[src/csm_pkg.sv]
// Package for the charger and supply mode controller: constants, types, carriers
package csm_pkg;

    // Register offsets (plain register port, word addresses)
    localparam logic [3:0] ADDR_CTRL      = 4'h0;
    localparam logic [3:0] ADDR_STATUS    = 4'h1;
    localparam logic [3:0] ADDR_INLIM     = 4'h2;
    localparam logic [3:0] ADDR_CHG       = 4'h3;
    localparam logic [3:0] ADDR_RAIL      = 4'h4;
    localparam logic [3:0] ADDR_FLAGCLR   = 4'h5;

    // Control register field positions
    localparam int CTRL_REG_EN_BIT    = 0;
    localparam int CTRL_CHG_EN_BIT    = 1;
    localparam int CTRL_TRACK_BIT     = 2;
    localparam int CTRL_TERM_MODE_BIT = 3;

    // Field positions of the limit, charge and rail registers
    localparam int INLIM_CUR_LSB   = 0;
    localparam int INLIM_COL_LSB   = 4;
    localparam int CHG_CUR_LSB     = 0;
    localparam int CHG_VOLT_LSB    = 4;
    localparam int CHG_TERM_LSB    = 10;
    localparam int RAIL_DROP_LSB   = 0;
    localparam int RAIL_PC_LSB     = 2;

    // Reset values
    localparam logic [3:0] RST_INPUT_CURRENT   = 4'h0;
    localparam logic [2:0] RST_COLLAPSE        = 3'h0;
    localparam logic [3:0] RST_CHARGE_CURRENT  = 4'h0;
    localparam logic [5:0] RST_CHARGE_VOLTAGE  = 6'h00;
    localparam logic [2:0] RST_TERM_CURRENT    = 3'h0;
    localparam logic [1:0] RST_DROPOUT         = 2'h0;
    localparam logic [5:0] RST_PRECOND_LEVEL   = 6'h00;

    // Power control states, one-hot
    typedef enum logic [3:0] {
        PWR_OFF      = 4'b0001,
        PWR_ON       = 4'b0010,
        PWR_FALLBACK = 4'b0100,
        PWR_LOCKED   = 4'b1000
    } csm_pwr_t;

    // Charging phases reported by the analog charger
    typedef enum logic [1:0] {
        PH_PRECOND  = 2'h0,
        PH_PRECHG   = 2'h1,
        PH_FULL     = 2'h2,
        PH_EOC      = 2'h3
    } csm_phase_t;

    // Comparator and detection inputs
    typedef struct packed {
        logic usb_present;
        logic wall_adapter_input;
        logic charging_port;
        logic sys_above_high;
        logic sys_below_low;
        logic bat_above_high;
        logic bat_below_low;
        logic bat_above_batmin;
        logic term_reached;
    } csm_sense_t;

    // Settings driven to the analog loops
    typedef struct packed {
        logic [3:0] input_current_limit;
        logic [2:0] input_collapse_level;
        logic [3:0] charge_current_setting;
        logic [5:0] charge_voltage_setting;
        logic [2:0] termination_current_setting;
        logic [1:0] dropout_setting;
        logic [5:0] preconditioning_rail_level;
        logic       track_mode;
    } csm_setting_t;

    // Regulator and charger enables
    typedef struct packed {
        logic reg_en;
        logic chg_en;
        logic precond_src_en;
        logic ext_switch_en;
        logic rail_track;
        logic [2:0] loop_margin;
    } csm_drive_t;

endpackage

[src/csm_top.sv]
// Charger and system supply mode controller: power control and charger control
//
// Chosen here: strobed register access and the register addresses.
`timescale 1ns/1ns
module csm_top (
    input  wire logic                  mclk_in,              // 25 MHz clock
    input  wire logic                  rst_n_in,             // Sync reset, active low
    input  wire logic                  ce_in,                // Clock enable
    input  wire logic                  path_config_fuse,     // Fuse: power-path
    input  wire logic                  charge_autonomy_fuse, // Fuse: hardware charging
    input  wire csm_pkg::csm_sense_t   sense_in,             // Comparators, detection
    input  wire csm_pkg::csm_phase_t   phase_in,             // Charging phase
    input  wire csm_pkg::csm_setting_t fuse_def_in,          // Fuse default settings
    input  wire logic [3:0]            addr_in,              // Register address
    input  wire logic [15:0]           wdata_in,             // Write data
    input  wire logic                  wr_in,                // Write strobe
    input  wire logic                  rd_in,                // Read strobe
    output logic [15:0]                rdata_out,            // Read data
    output logic                       powered_out,          // Device powered on
    output logic                       fallback_out,         // Fallback flag
    output logic                       term_irq_out,         // Termination event pulse
    output csm_pkg::csm_drive_t        drive_out,            // Regulator/charger enables
    output csm_pkg::csm_setting_t      set_out               // Settings to analog loops
);
    typedef struct packed {
        csm_pkg::csm_sense_t   sense;
        logic                  pp;
        logic                  auto_chg;
        logic                  fuse_seen;
        csm_pkg::csm_pwr_t     pwr;
        logic                  powered;
        logic                  fallback;
        logic                  locked;
        logic                  hw_started;
        logic                  term_done;
        logic                  term_irq;
        csm_pkg::csm_drive_t   drive;
        csm_pkg::csm_setting_t set;
    } csm_st_t;

    csm_st_t                st_r;
    csm_st_t                st_nxt;
    logic [15:0]            reg_rdata;
    logic [3:0]             reg_ctrl;
    csm_pkg::csm_setting_t  reg_set;
    logic                   reg_clr;
    logic [15:0]            status_w;

    // Startup condition depends on which node carries the system
    function automatic logic start_ok(input logic pp, input csm_pkg::csm_sense_t s);
        start_ok = pp ? s.sys_above_high : s.bat_above_high;
    endfunction

    function automatic logic source_on(input csm_pkg::csm_sense_t s);
        source_on = s.usb_present | s.wall_adapter_input;
    endfunction

    assign status_w = {5'h00, st_r.term_done, st_r.drive.chg_en, st_r.drive.reg_en,
                       st_r.locked, st_r.pwr, st_r.auto_chg, st_r.pp, st_r.fallback};

    csm_regs u_regs (
        .mclk_in   (mclk_in),
        .rst_n_in  (rst_n_in),
        .ce_in     (ce_in),
        .addr_in   (addr_in),
        .wdata_in  (wdata_in),
        .wr_in     (wr_in),
        .rd_in     (rd_in),
        .status_in (status_w),
        .rdata_out (reg_rdata),
        .ctrl_out  (reg_ctrl),
        .set_out   (reg_set),
        .clr_out   (reg_clr)
    );

    always_comb begin
        logic shut;
        logic want_reg;
        logic want_chg;
        logic sw_owned;
        shut     = 1'b0;
        want_reg = 1'b0;
        want_chg = 1'b0;
        sw_owned = 1'b0;
        st_nxt   = st_r;
        st_nxt.sense    = sense_in;
        st_nxt.term_irq = 1'b0;

        // Fuses are caught once after reset release
        if (!st_r.fuse_seen) begin
            st_nxt.pp        = path_config_fuse;
            st_nxt.auto_chg  = charge_autonomy_fuse;
            st_nxt.fuse_seen = 1'b1;
        end

        // Power control flow
        case (st_r.pwr)
            csm_pkg::PWR_OFF: begin
                if (st_r.fuse_seen && source_on(st_r.sense) && start_ok(st_r.pp, st_r.sense))
                    st_nxt.pwr = csm_pkg::PWR_ON;
            end
            csm_pkg::PWR_ON: begin
                if (st_r.pp ? st_r.sense.sys_below_low : st_r.sense.bat_below_low) begin
                    shut = 1'b1;
                    st_nxt.pwr = csm_pkg::PWR_FALLBACK;
                end
            end
            csm_pkg::PWR_FALLBACK: begin
                // Restart threshold differs by configuration
                if (st_r.pp ? st_r.sense.bat_above_batmin : st_r.sense.bat_above_high)
                    st_nxt.pwr = csm_pkg::PWR_ON;
            end
            default: begin
                st_nxt.pwr = csm_pkg::PWR_OFF;
            end
        endcase
        // Decoded here so the output comes straight from a flop
        st_nxt.powered = (st_nxt.pwr == csm_pkg::PWR_ON);

        // Flag: shutdown sets it; set wins over a clear in the same cycle
        if (shut) begin
            st_nxt.fallback = 1'b1;
            if (st_r.fallback)
                st_nxt.locked = 1'b1;
        end else if (reg_clr) begin
            st_nxt.fallback = 1'b0;
        end
        // Lockout ends only when the source goes away, breaking restart loops
        if (!shut && !source_on(st_r.sense))
            st_nxt.locked = 1'b0;

        // Charger control flow, independent of power state updates above
        sw_owned = (st_r.pwr == csm_pkg::PWR_ON) && !st_r.auto_chg;
        if (st_r.auto_chg) begin
            if (st_r.sense.charging_port || st_r.sense.wall_adapter_input
                || (!st_r.sense.bat_above_batmin && st_r.pwr != csm_pkg::PWR_ON))
                st_nxt.hw_started = 1'b1;
            else if (!source_on(st_r.sense))
                st_nxt.hw_started = 1'b0;
            // Standard port with good battery or powered: wait for host
            want_reg = st_r.hw_started | reg_ctrl[csm_pkg::CTRL_REG_EN_BIT];
            want_chg = st_r.hw_started | reg_ctrl[csm_pkg::CTRL_CHG_EN_BIT];
        end else if (sw_owned) begin
            want_reg = reg_ctrl[csm_pkg::CTRL_REG_EN_BIT];
            want_chg = reg_ctrl[csm_pkg::CTRL_CHG_EN_BIT];
        end else begin
            want_reg = 1'b1;
            want_chg = 1'b1;
        end
        want_reg = want_reg & source_on(st_r.sense) & st_r.pp;
        want_chg = want_chg & source_on(st_r.sense);
        if (st_r.locked || shut) begin
            want_reg = 1'b0;
            want_chg = 1'b0;
        end

        // Settings: registers in autonomous charging mode or once the host owns charging, fuse defaults otherwise
        st_nxt.set = (st_r.auto_chg || sw_owned) ? reg_set : fuse_def_in;

        // Termination: event once, then gate until the phase restarts
        if (st_r.sense.term_reached && want_chg && !st_r.term_done) begin
            st_nxt.term_irq  = 1'b1;
            st_nxt.term_done = 1'b1;
        end else if (!st_r.sense.term_reached && !reg_ctrl[csm_pkg::CTRL_TERM_MODE_BIT]) begin
            st_nxt.term_done = 1'b0;
        end
        if (!want_chg)
            st_nxt.term_done = 1'b0;

        st_nxt.drive.reg_en         = want_reg;
        st_nxt.drive.chg_en         = want_chg & ~st_r.term_done;
        st_nxt.drive.precond_src_en = want_chg & st_r.pp & (phase_in == csm_pkg::PH_PRECOND);
        st_nxt.drive.ext_switch_en  = want_chg & st_r.pp & (phase_in != csm_pkg::PH_PRECOND);
        // Tracking only in full charge and end of charge
        st_nxt.drive.rail_track     = st_r.pp & st_r.set.track_mode
                                      & (phase_in == csm_pkg::PH_FULL || phase_in == csm_pkg::PH_EOC);
        st_nxt.drive.loop_margin    = {2'b00, st_r.set.dropout_setting[1]};
        if (!st_r.pp)
            st_nxt.drive.ext_switch_en = 1'b0;
    end

    always_ff @(posedge mclk_in) begin
        if (!rst_n_in) begin
            st_r     <= '0;
            st_r.pwr <= csm_pkg::PWR_OFF;
        end else if (ce_in) begin
            st_r <= st_nxt;
        end
    end

    assign rdata_out    = reg_rdata;
    assign powered_out  = st_r.powered;
    assign fallback_out = st_r.fallback;
    assign term_irq_out = st_r.term_irq;
    assign drive_out    = st_r.drive;
    assign set_out      = st_r.set;
endmodule

[src/csm_regs.sv]
// Register port of the charger controller: software settings and read mux
`timescale 1ns/1ns
module csm_regs (
    input  wire logic                  mclk_in,    // Clock
    input  wire logic                  rst_n_in,   // Sync reset
    input  wire logic                  ce_in,      // Clock enable
    input  wire logic [3:0]            addr_in,    // Register address
    input  wire logic [15:0]           wdata_in,   // Write data
    input  wire logic                  wr_in,      // Write strobe
    input  wire logic                  rd_in,      // Read strobe
    input  wire logic [15:0]           status_in,  // Live status word
    output logic [15:0]                rdata_out,  // Read data
    output logic [3:0]                 ctrl_out,   // Control bits
    output csm_pkg::csm_setting_t      set_out,    // Settings
    output logic                       clr_out     // Fallback clear pulse
);
    typedef struct packed {
        logic [15:0]           rdata;
        logic [3:0]            ctrl;
        csm_pkg::csm_setting_t set;
        logic                  clr;
    } csm_regs_st_t;

    csm_regs_st_t st_r;
    csm_regs_st_t st_nxt;

    always_comb begin
        st_nxt       = st_r;
        st_nxt.clr   = 1'b0;
        st_nxt.rdata = 16'h0000;
        if (wr_in) begin
            case (addr_in)
                csm_pkg::ADDR_CTRL: begin
                    st_nxt.ctrl = wdata_in[3:0];
                    st_nxt.set.track_mode = wdata_in[csm_pkg::CTRL_TRACK_BIT];
                end
                csm_pkg::ADDR_INLIM: begin
                    st_nxt.set.input_current_limit  = wdata_in[csm_pkg::INLIM_CUR_LSB +: 4];
                    st_nxt.set.input_collapse_level = wdata_in[csm_pkg::INLIM_COL_LSB +: 3];
                end
                csm_pkg::ADDR_CHG: begin
                    st_nxt.set.charge_current_setting      = wdata_in[csm_pkg::CHG_CUR_LSB +: 4];
                    st_nxt.set.charge_voltage_setting      = wdata_in[csm_pkg::CHG_VOLT_LSB +: 6];
                    st_nxt.set.termination_current_setting = wdata_in[csm_pkg::CHG_TERM_LSB +: 3];
                end
                csm_pkg::ADDR_RAIL: begin
                    st_nxt.set.dropout_setting            = wdata_in[csm_pkg::RAIL_DROP_LSB +: 2];
                    st_nxt.set.preconditioning_rail_level = wdata_in[csm_pkg::RAIL_PC_LSB +: 6];
                end
                csm_pkg::ADDR_FLAGCLR: begin
                    st_nxt.clr = wdata_in[0];
                end
                default: begin
                    st_nxt.clr = 1'b0;
                end
            endcase
        end
        if (rd_in) begin
            case (addr_in)
                csm_pkg::ADDR_CTRL:   st_nxt.rdata = {12'h000, st_r.ctrl};
                csm_pkg::ADDR_STATUS: st_nxt.rdata = status_in;
                csm_pkg::ADDR_INLIM:  st_nxt.rdata = {9'h000, st_r.set.input_collapse_level,
                                                      st_r.set.input_current_limit};
                csm_pkg::ADDR_CHG:    st_nxt.rdata = {3'h0, st_r.set.termination_current_setting,
                                                      st_r.set.charge_voltage_setting,
                                                      st_r.set.charge_current_setting};
                csm_pkg::ADDR_RAIL:   st_nxt.rdata = {8'h00, st_r.set.preconditioning_rail_level,
                                                      st_r.set.dropout_setting};
                default:              st_nxt.rdata = 16'h0000;
            endcase
        end
    end

    always_ff @(posedge mclk_in) begin
        if (!rst_n_in) begin
            st_r       <= '0;
            st_r.set   <= '{input_current_limit:         csm_pkg::RST_INPUT_CURRENT,
                            input_collapse_level:        csm_pkg::RST_COLLAPSE,
                            charge_current_setting:      csm_pkg::RST_CHARGE_CURRENT,
                            charge_voltage_setting:      csm_pkg::RST_CHARGE_VOLTAGE,
                            termination_current_setting: csm_pkg::RST_TERM_CURRENT,
                            dropout_setting:             csm_pkg::RST_DROPOUT,
                            preconditioning_rail_level:  csm_pkg::RST_PRECOND_LEVEL,
                            track_mode:                  1'b0};
        end else if (ce_in) begin
            st_r <= st_nxt;
        end
    end

    assign rdata_out = st_r.rdata;
    assign ctrl_out  = st_r.ctrl;
    assign set_out   = st_r.set;
    assign clr_out   = st_r.clr;
endmodule

[config.mk]
export PLATFORM = sky130hd
export DESIGN_NAME = csm_top
export DESIGN_NICKNAME = d
export VERILOG_FILES = /design/src/csm_pkg.sv /design/src/csm_top.sv /design/src/csm_regs.sv
export SDC_FILE = /design/constraint.sdc
export NUM_CORES = 1
export LEC_CHECK = 0
export BUFFER_PORTS_ARGS = -buffer_cell sky130_fd_sc_hd__buf_2
export CAP_MARGIN = 40
export CORE_MARGIN = 2
export CORE_UTILIZATION = 59
export CTS_BUF_LIST = sky130_fd_sc_hd__clkbuf_2
export CTS_CLUSTER_DIAMETER = 50
export DETAILED_ROUTE_END_ITERATION = 8
export PLACE_DENSITY = 0.84
export SYNTH_ARGS = -nofsm -noshare
export SYNTH_HDL_FRONTEND = slang
export SYNTH_SLANG_ARGS = --single-unit
[constraint.sdc]
create_clock -name mclk_in -period 3.41 [get_ports mclk_in]
set_clock_uncertainty 0.15 [all_clocks]
set_input_delay 0.682 -clock mclk_in [delete_from_list [all_inputs] [get_ports mclk_in]]
set_output_delay 0.682 -clock mclk_in [all_outputs]
set_load 0.01 [all_outputs]
==> impl_metrics.yaml, run 1 <==
worst_setup_path:
  crit_family: "simple AND/OR/NAND/NOR gates"
  worstSetupPathType: "reg -> reg"
  startpoint_type: "flop"
  critPathBufInv: 1
  critPathRequiredTime_ns: 3.73
  slowest_stage: "nor4b_4"
  end_kind: "flop"
  cp_cell_sequence: "nor4b_4 > buf_4 > o21ai_0 > a311oi_1"
  slowest_delay_ns: 0.71
  crit_fanout: 25
  critical_path_arrival_ns: 2.69
pwr:
  pwr-share-seq: 0.614
  ir_worst_vdd_v: 0.0002368
  clock_power_share: 0.268
  switching_power_uw: 561.7
  powerDensity_nw_per_um2: 401.5
  sw_frac_of_total: 0.2706
  leakage_nw: 2.096
  power.total_mw: 2.076
  combPwrFrac: 0.119
  p_int_mw: 1.514
sta:
  fin_ws_ns: 1.042
  fin_crit_ns: 2.368
  finalSetupTns_ns: 0
  worst_pin_slew_ns: 0.8954
  timing.slew.headroom: 0.4015
  period_share: 0.6944
  hold_viol_final: 0
  slew_viol_final: 0
  fmax_mhz: 422.3
  rsz0062_at_grt: "no"
  final-setup-viol-count: 0
routing:
  via_per_inst: 5.763
  drc: 0
  dr.pass1.iters: 5
  vias: 4161
  final_antenna_net_count: 0
  wl_per_cell_um: 16.07
  drtIter0Drc: 215
  drt_wl_total_mm: 11.61
yosys:
  synth-main-ff-cell: "dfxtp_1"
  yosysWarnings: 0
  synth.top_cell.area_share: 0.4357
  synthCells: 559
  synth_area_per_cell_um2: 8.465
  netlist_area_um2: 4732
  synth_top_cell_by_area: "dfxtp_1"
  ys_seq_area_frac: 0.4357
  synth-async-reset-ratio: 0
  yosysUniqueCellTypes: 52
  ys_seq_elements: 103
  synth_edf_count: 0
  yosys-top-cells-area: "dfxtp_1 (44%), mux2i_1 (8.0%), nand2_1 (6.7%)"
cts:
  path_clk_slew_ns: 0.26
  cts_made_buffers: 9
  cts.path.max_buffers: 2
  postCtsSetupRepairBufs: 0
  clk-insertion-delay-late_ns: 0.56
  post_cts_resized: 0
  root_buffer: "clkbuf_2"
  cts_tree: "done"
  cts_sinks: 103
  holdBufCountCts: 0
  h-tree-depth: 3
cells_and_area:
  multi_input_area_um2: 2182
  final_layout_size_suffix_gt1_frac: 0.2403
  synthToLayoutAreaGrowth_pct: 9.281
  regArea_um2: 2062
  n_antenna_cell: 0
  stdcell_area_um2: 5171
  fillers: 684
  nets: 682
floorplan:
  die_x_um: 93.56
  fp.dieH_um: 93.56
  num_rows: 32
  dieArea_um2: 8753
  ios: 123
  core_um2: 7767
  start_util: 0.6092
place:
  dp_hpwl_mm: 8.551
  place.gp.congestion: 0.8707
  placed_area_um2: 5060
  preCtsSetupSlack_ns: 0.7598
  port_buffers: 114
grt:
  antenna_found_initial: 0
  grt-ovfl-total: 0
  grt_pass1_wl_mm: 19.00
  grt_pass1_vias: 3977
  grt_max_degree: 52
  grt_usage: 0.2728
run:
  maxCapViolCount: 0
worst_hold_path:
  hp-class: "in -> reg"
status:
  status: "finished clean"
state kept, by name (all words and copies together), names as in the netlist:
name / flops
st_r: 19
u_regs.rdata_out: 13
u_regs.ctrl_out: 4
term_irq_out: 1
fallback_out: 1
u_regs.clr_out: 1
powered_out: 1
u_regs.set_out: 28
drive_out: 6
set_out: 29
cell usage in the layout (no fill, tap or decap), types with 2 or more instances in the layout:
cell type	instances
nor4_1	2
o32a_1	2
o2bb2ai_1	4
clkinvlp_4	3
nand2_1	84
o21ai_1	2
nand2b_1	3
buf_4	10
nor3_1	2
dfxtp_1	103
a22oi_1	6
a31oi_1	2
clkbuf_2	10
inv_1	3
conb_1	5
a221oi_1	5
nor2b_1	4
a311oi_1	29
a21oi_1	26
nand3_1	6
nand4_1	6
o21ai_0	44
nand3b_1	3
mux2i_1	38
nor2_1	73
and3_1	2
nor4b_4	2
buf_2	114
layer usage:
layer  up-vias  GRT usage  wire (um)
met3        29    0.04029        745
met5         -          0          0
met1      1934     0.3552       4832
met4         0     0.1329        358
li1       2032          -          -
met2       166     0.4436       5670
logic make-up (layout without fill, tap and decap cells):
family                 count (synthesis)  count (layout)  share of synthesized area
other                                  1               5                  0.0007925
multiplexers                          39              39                    0.08276
AO/OA/AOI/OAI                        134             134                     0.1883
buffers and inverters                 88             145                     0.1087
flip-flops                           103             103                     0.4357
AND/OR/NAND/NOR                      194             194                     0.1838
cell usage after synthesis, types with 3 or more instances:
master and n:
nand2_1 84, clkbuf_1 24, nand2b_1 3, buf_2 11
buf_1 5, a311oi_1 29, mux2i_1 38, a221oi_1 5
o21ai_0 44, nand3_1 6, a21oi_1 26, nor2b_1 4
dfxtp_1 103, o2bb2ai_1 4, nor2_1 74, nand3b_1 3
inv_1 3, nand4_1 6, a22oi_1 6, buf_4 41
per-stage QoR:
| stage | cells | hold WS, ns | utilization |
|---|---|---|---|
| after floorplan | 563 | 0.2763 | - |
| after global placement | 704 | 0.2815 | 0.6469 |
| after detailed placement | 706 | 0.2882 | 0.6514 |
| after CTS | 722 | 0.1081 | 0.6658 |
| after global routing | 722 | 0.08256 | 0.6658 |
| final | 722 | 0.1264 | 0.6658 |
cell type report:
| class | count | share of cell area |
|---|---|---|
| clock buffers | 10 | 0.009678 |
| well taps | 102 | 0.02468 |
| multi-input cells | 372 | 0.4220 |
| repair buffers | 125 | 0.1302 |
| flip-flops and latches | 103 | 0.3987 |
| inverters | 4 | 0.002903 |
| clock inverters | 6 | 0.01186 |
final timing paths:
path / from / end / slack (ns) / depth (start not counted)
setup / recovery: st_r[44] / set_out[5] / 1.04 / 4
hold / removal: phase_in[0] / drive_out[5] / 0.13 / 2
hold reg to reg: u_regs.rdata_out[6] / u_regs.rdata_out[6] / 0.32 / 2
setup reg to reg: st_r[44] / set_out[5] / 1.04 / 4
power by group through the flow:
stage          combinational (mW)  clock (mW)  sequential, mW
2_1_floorplan               0.192           0            1.29
4_1_cts                     0.246       0.561            1.27
3_3_place_gp                0.234           0            1.29
5_1_grt                     0.274       0.617            1.28
6_report                    0.247       0.556            1.27
3_5_place_dp                0.246           0            1.30
(Power assumes the default switching activity.)
==> run 2: changes to the inputs <==
- CORE_UTILIZATION: 59 -> 55
- PLACE_DENSITY: 0.84 -> 0.79
- clock period: 3.41 -> 2.2 ns (I/O delays scaled with it)
==> run 2 against run 1 <==
  * Worst hold slack got worse by 0.12 ns
  * Maximum frequency rose by 28%
  * Combinational power is 95% higher
  * Largest power group unchanged
  * Critical endpoint is now drive_out[5]
  * Wire length up 13%
==> impl_metrics.yaml, run 2 (synthesized netlist as in run 1, its figures left out) <==
sta:
  hold_viol_final: 0
  fin_ws_ns: 0.3543
  period_share: 0.8390
  worst_pin_slew_ns: 0.7477
  final-setup-viol-count: 0
  fmax_mhz: 541.8
  finalSetupTns_ns: 0
  slew_viol_final: 0
  timing.slew.headroom: 0.5010
  fin_crit_ns: 1.846
  rsz0062_at_grt: "no"
worst_setup_path:
  startpoint_type: "flop"
  crit_family: "compound AO/OA/AOI/OAI gates"
  end_kind: "flop"
  slowest_delay_ns: 0.46
  critPathRequiredTime_ns: 2.56
  cp_cell_sequence: "mux2_2 > a211oi_2 > nand3_1 > o31ai_1"
  worstSetupPathType: "reg -> reg"
  critical_path_arrival_ns: 2.21
  crit_fanout: 6
  slowest_stage: "a211oi_2"
  critPathBufInv: 0
place:
  place.gp.congestion: 0.8610
  port_buffers: 114
  dp_hpwl_mm: 8.832
  preCtsSetupSlack_ns: -0.02799
  dp.cells: 724
floorplan:
  die_x_um: 96.76
  num_rows: 33
  start_util: 0.5730
  dieArea_um2: 9362
  ios: 123
  core_um2: 8258
  fp.dieH_um: 96.76
routing:
  via_per_inst: 5.613
  wl_per_cell_um: 16.49
  vias: 4468
  final_antenna_net_count: 0
  drt_wl_total_mm: 13.13
  drtIter0Drc: 296
  dr.pass1.iters: 4
  drc: 0
pwr:
  ir_worst_vdd_v: 0.0004215
  combPwrFrac: 0.143
  powerDensity_nw_per_um2: 574.3
  p_int_mw: 2.432
  switching_power_uw: 920.5
  leakage_nw: 2.406
  clock_power_share: 0.268
  pwr-share-seq: 0.588
  sw_frac_of_total: 0.2746
cells_and_area:
  finalNonFillerCells: 796
  largest_reg_flops: 29
  nets: 753
  synthToLayoutAreaGrowth_pct: 23.35
  final_layout_size_suffix_gt1_frac: 0.2373
  n_antenna_cell: 0
  final_common_cell: "buf_2"
  mostFrequentLayoutCells: "buf_2 (114), dfxtp_1 (103), nand2_1 (84)"
grt:
  grt_max_degree: 68
  grt_pass1_vias: 4408
  grt_usage: 0.2798
  antenna_found_initial: 0
  grt-ovfl-total: 0
  grt_pass1_wl_mm: 21.56
cts:
  cts.path.max_buffers: 2
  cts_sinks: 103
  cts_tree: "done"
  postCtsSetupRepairBufs: 0
  root_buffer: "clkbuf_2"
  cts_made_buffers: 9
  post_cts_resized: 0
  path_clk_slew_ns: 0.27
  holdBufCountCts: 56
  clk-insertion-delay-late_ns: 0.57
  h-tree-depth: 3
run:
  maxCapViolCount: 0
worst_hold_path:
  hp-class: "in -> reg"
status:
  status: "finished clean"
## run 2: per-layer routing
metal  wire length (um)  track usage
met5                  0            0
met3                530      0.04480
met2               6530       0.4845
met4                418       0.1170
met1               5649       0.3452
## run 2: final timing paths
check | startpoint | to | slack, ns | cells past startpoint
max | st_r[49] | drive_out[5] | 0.35 | 4
min | rst_n_in | st_r[46] | 0.007 | 2
max reg2reg | st_r[49] | drive_out[5] | 0.35 | 4
min reg2reg | u_regs.rdata_out[4] | u_regs.rdata_out[4] | 0.32 | 2
## run 2: area by class of cell
class / instances / area, um2
flip-flops and latches: 103 / 2062
multi-input cells: 372 / 2182
repair buffers: 196 / 1334
inverters: 4 / 15.01
clock buffers: 11 / 55.05
clock inverters: 5 / 57.56
well taps: 105 / 131.4
fillers: 668 / 2421
## run 2: per-stage QoR
step           power [mW]    util  hold WS (ns)  area, um2
2_1_floorplan       2.290       -        0.2763       4747
5_1_grt             3.478  0.7068      0.009275       5837
6_report            3.352  0.7068      0.007028       5837
3_5_place_dp        2.397  0.6253        0.2903       5164
3_3_place_gp        2.381  0.6226        0.2810       5141
4_1_cts             3.339  0.7068       0.01089       5837
## run 2: power by group through the flow
stage               clock [mW]  combinational [mW]  sequential [mW]
floorplan                    0               0.298             1.99
global placement             0               0.379             2.00
detailed placement           0               0.393             2.00
CTS                      0.900               0.470             1.97
global route             0.971               0.526             1.98
finish                   0.899               0.481             1.97
## run 2: worst register-to-register path, delay by kind of cell, from the launching register on
family | cells | cell delay, ns
and+or+nand+nor | 1 | 0.16
AOI/OAI and AO/OA | 2 | 0.67
muxes | 1 | 0.40
DFF | 1 | 0.42
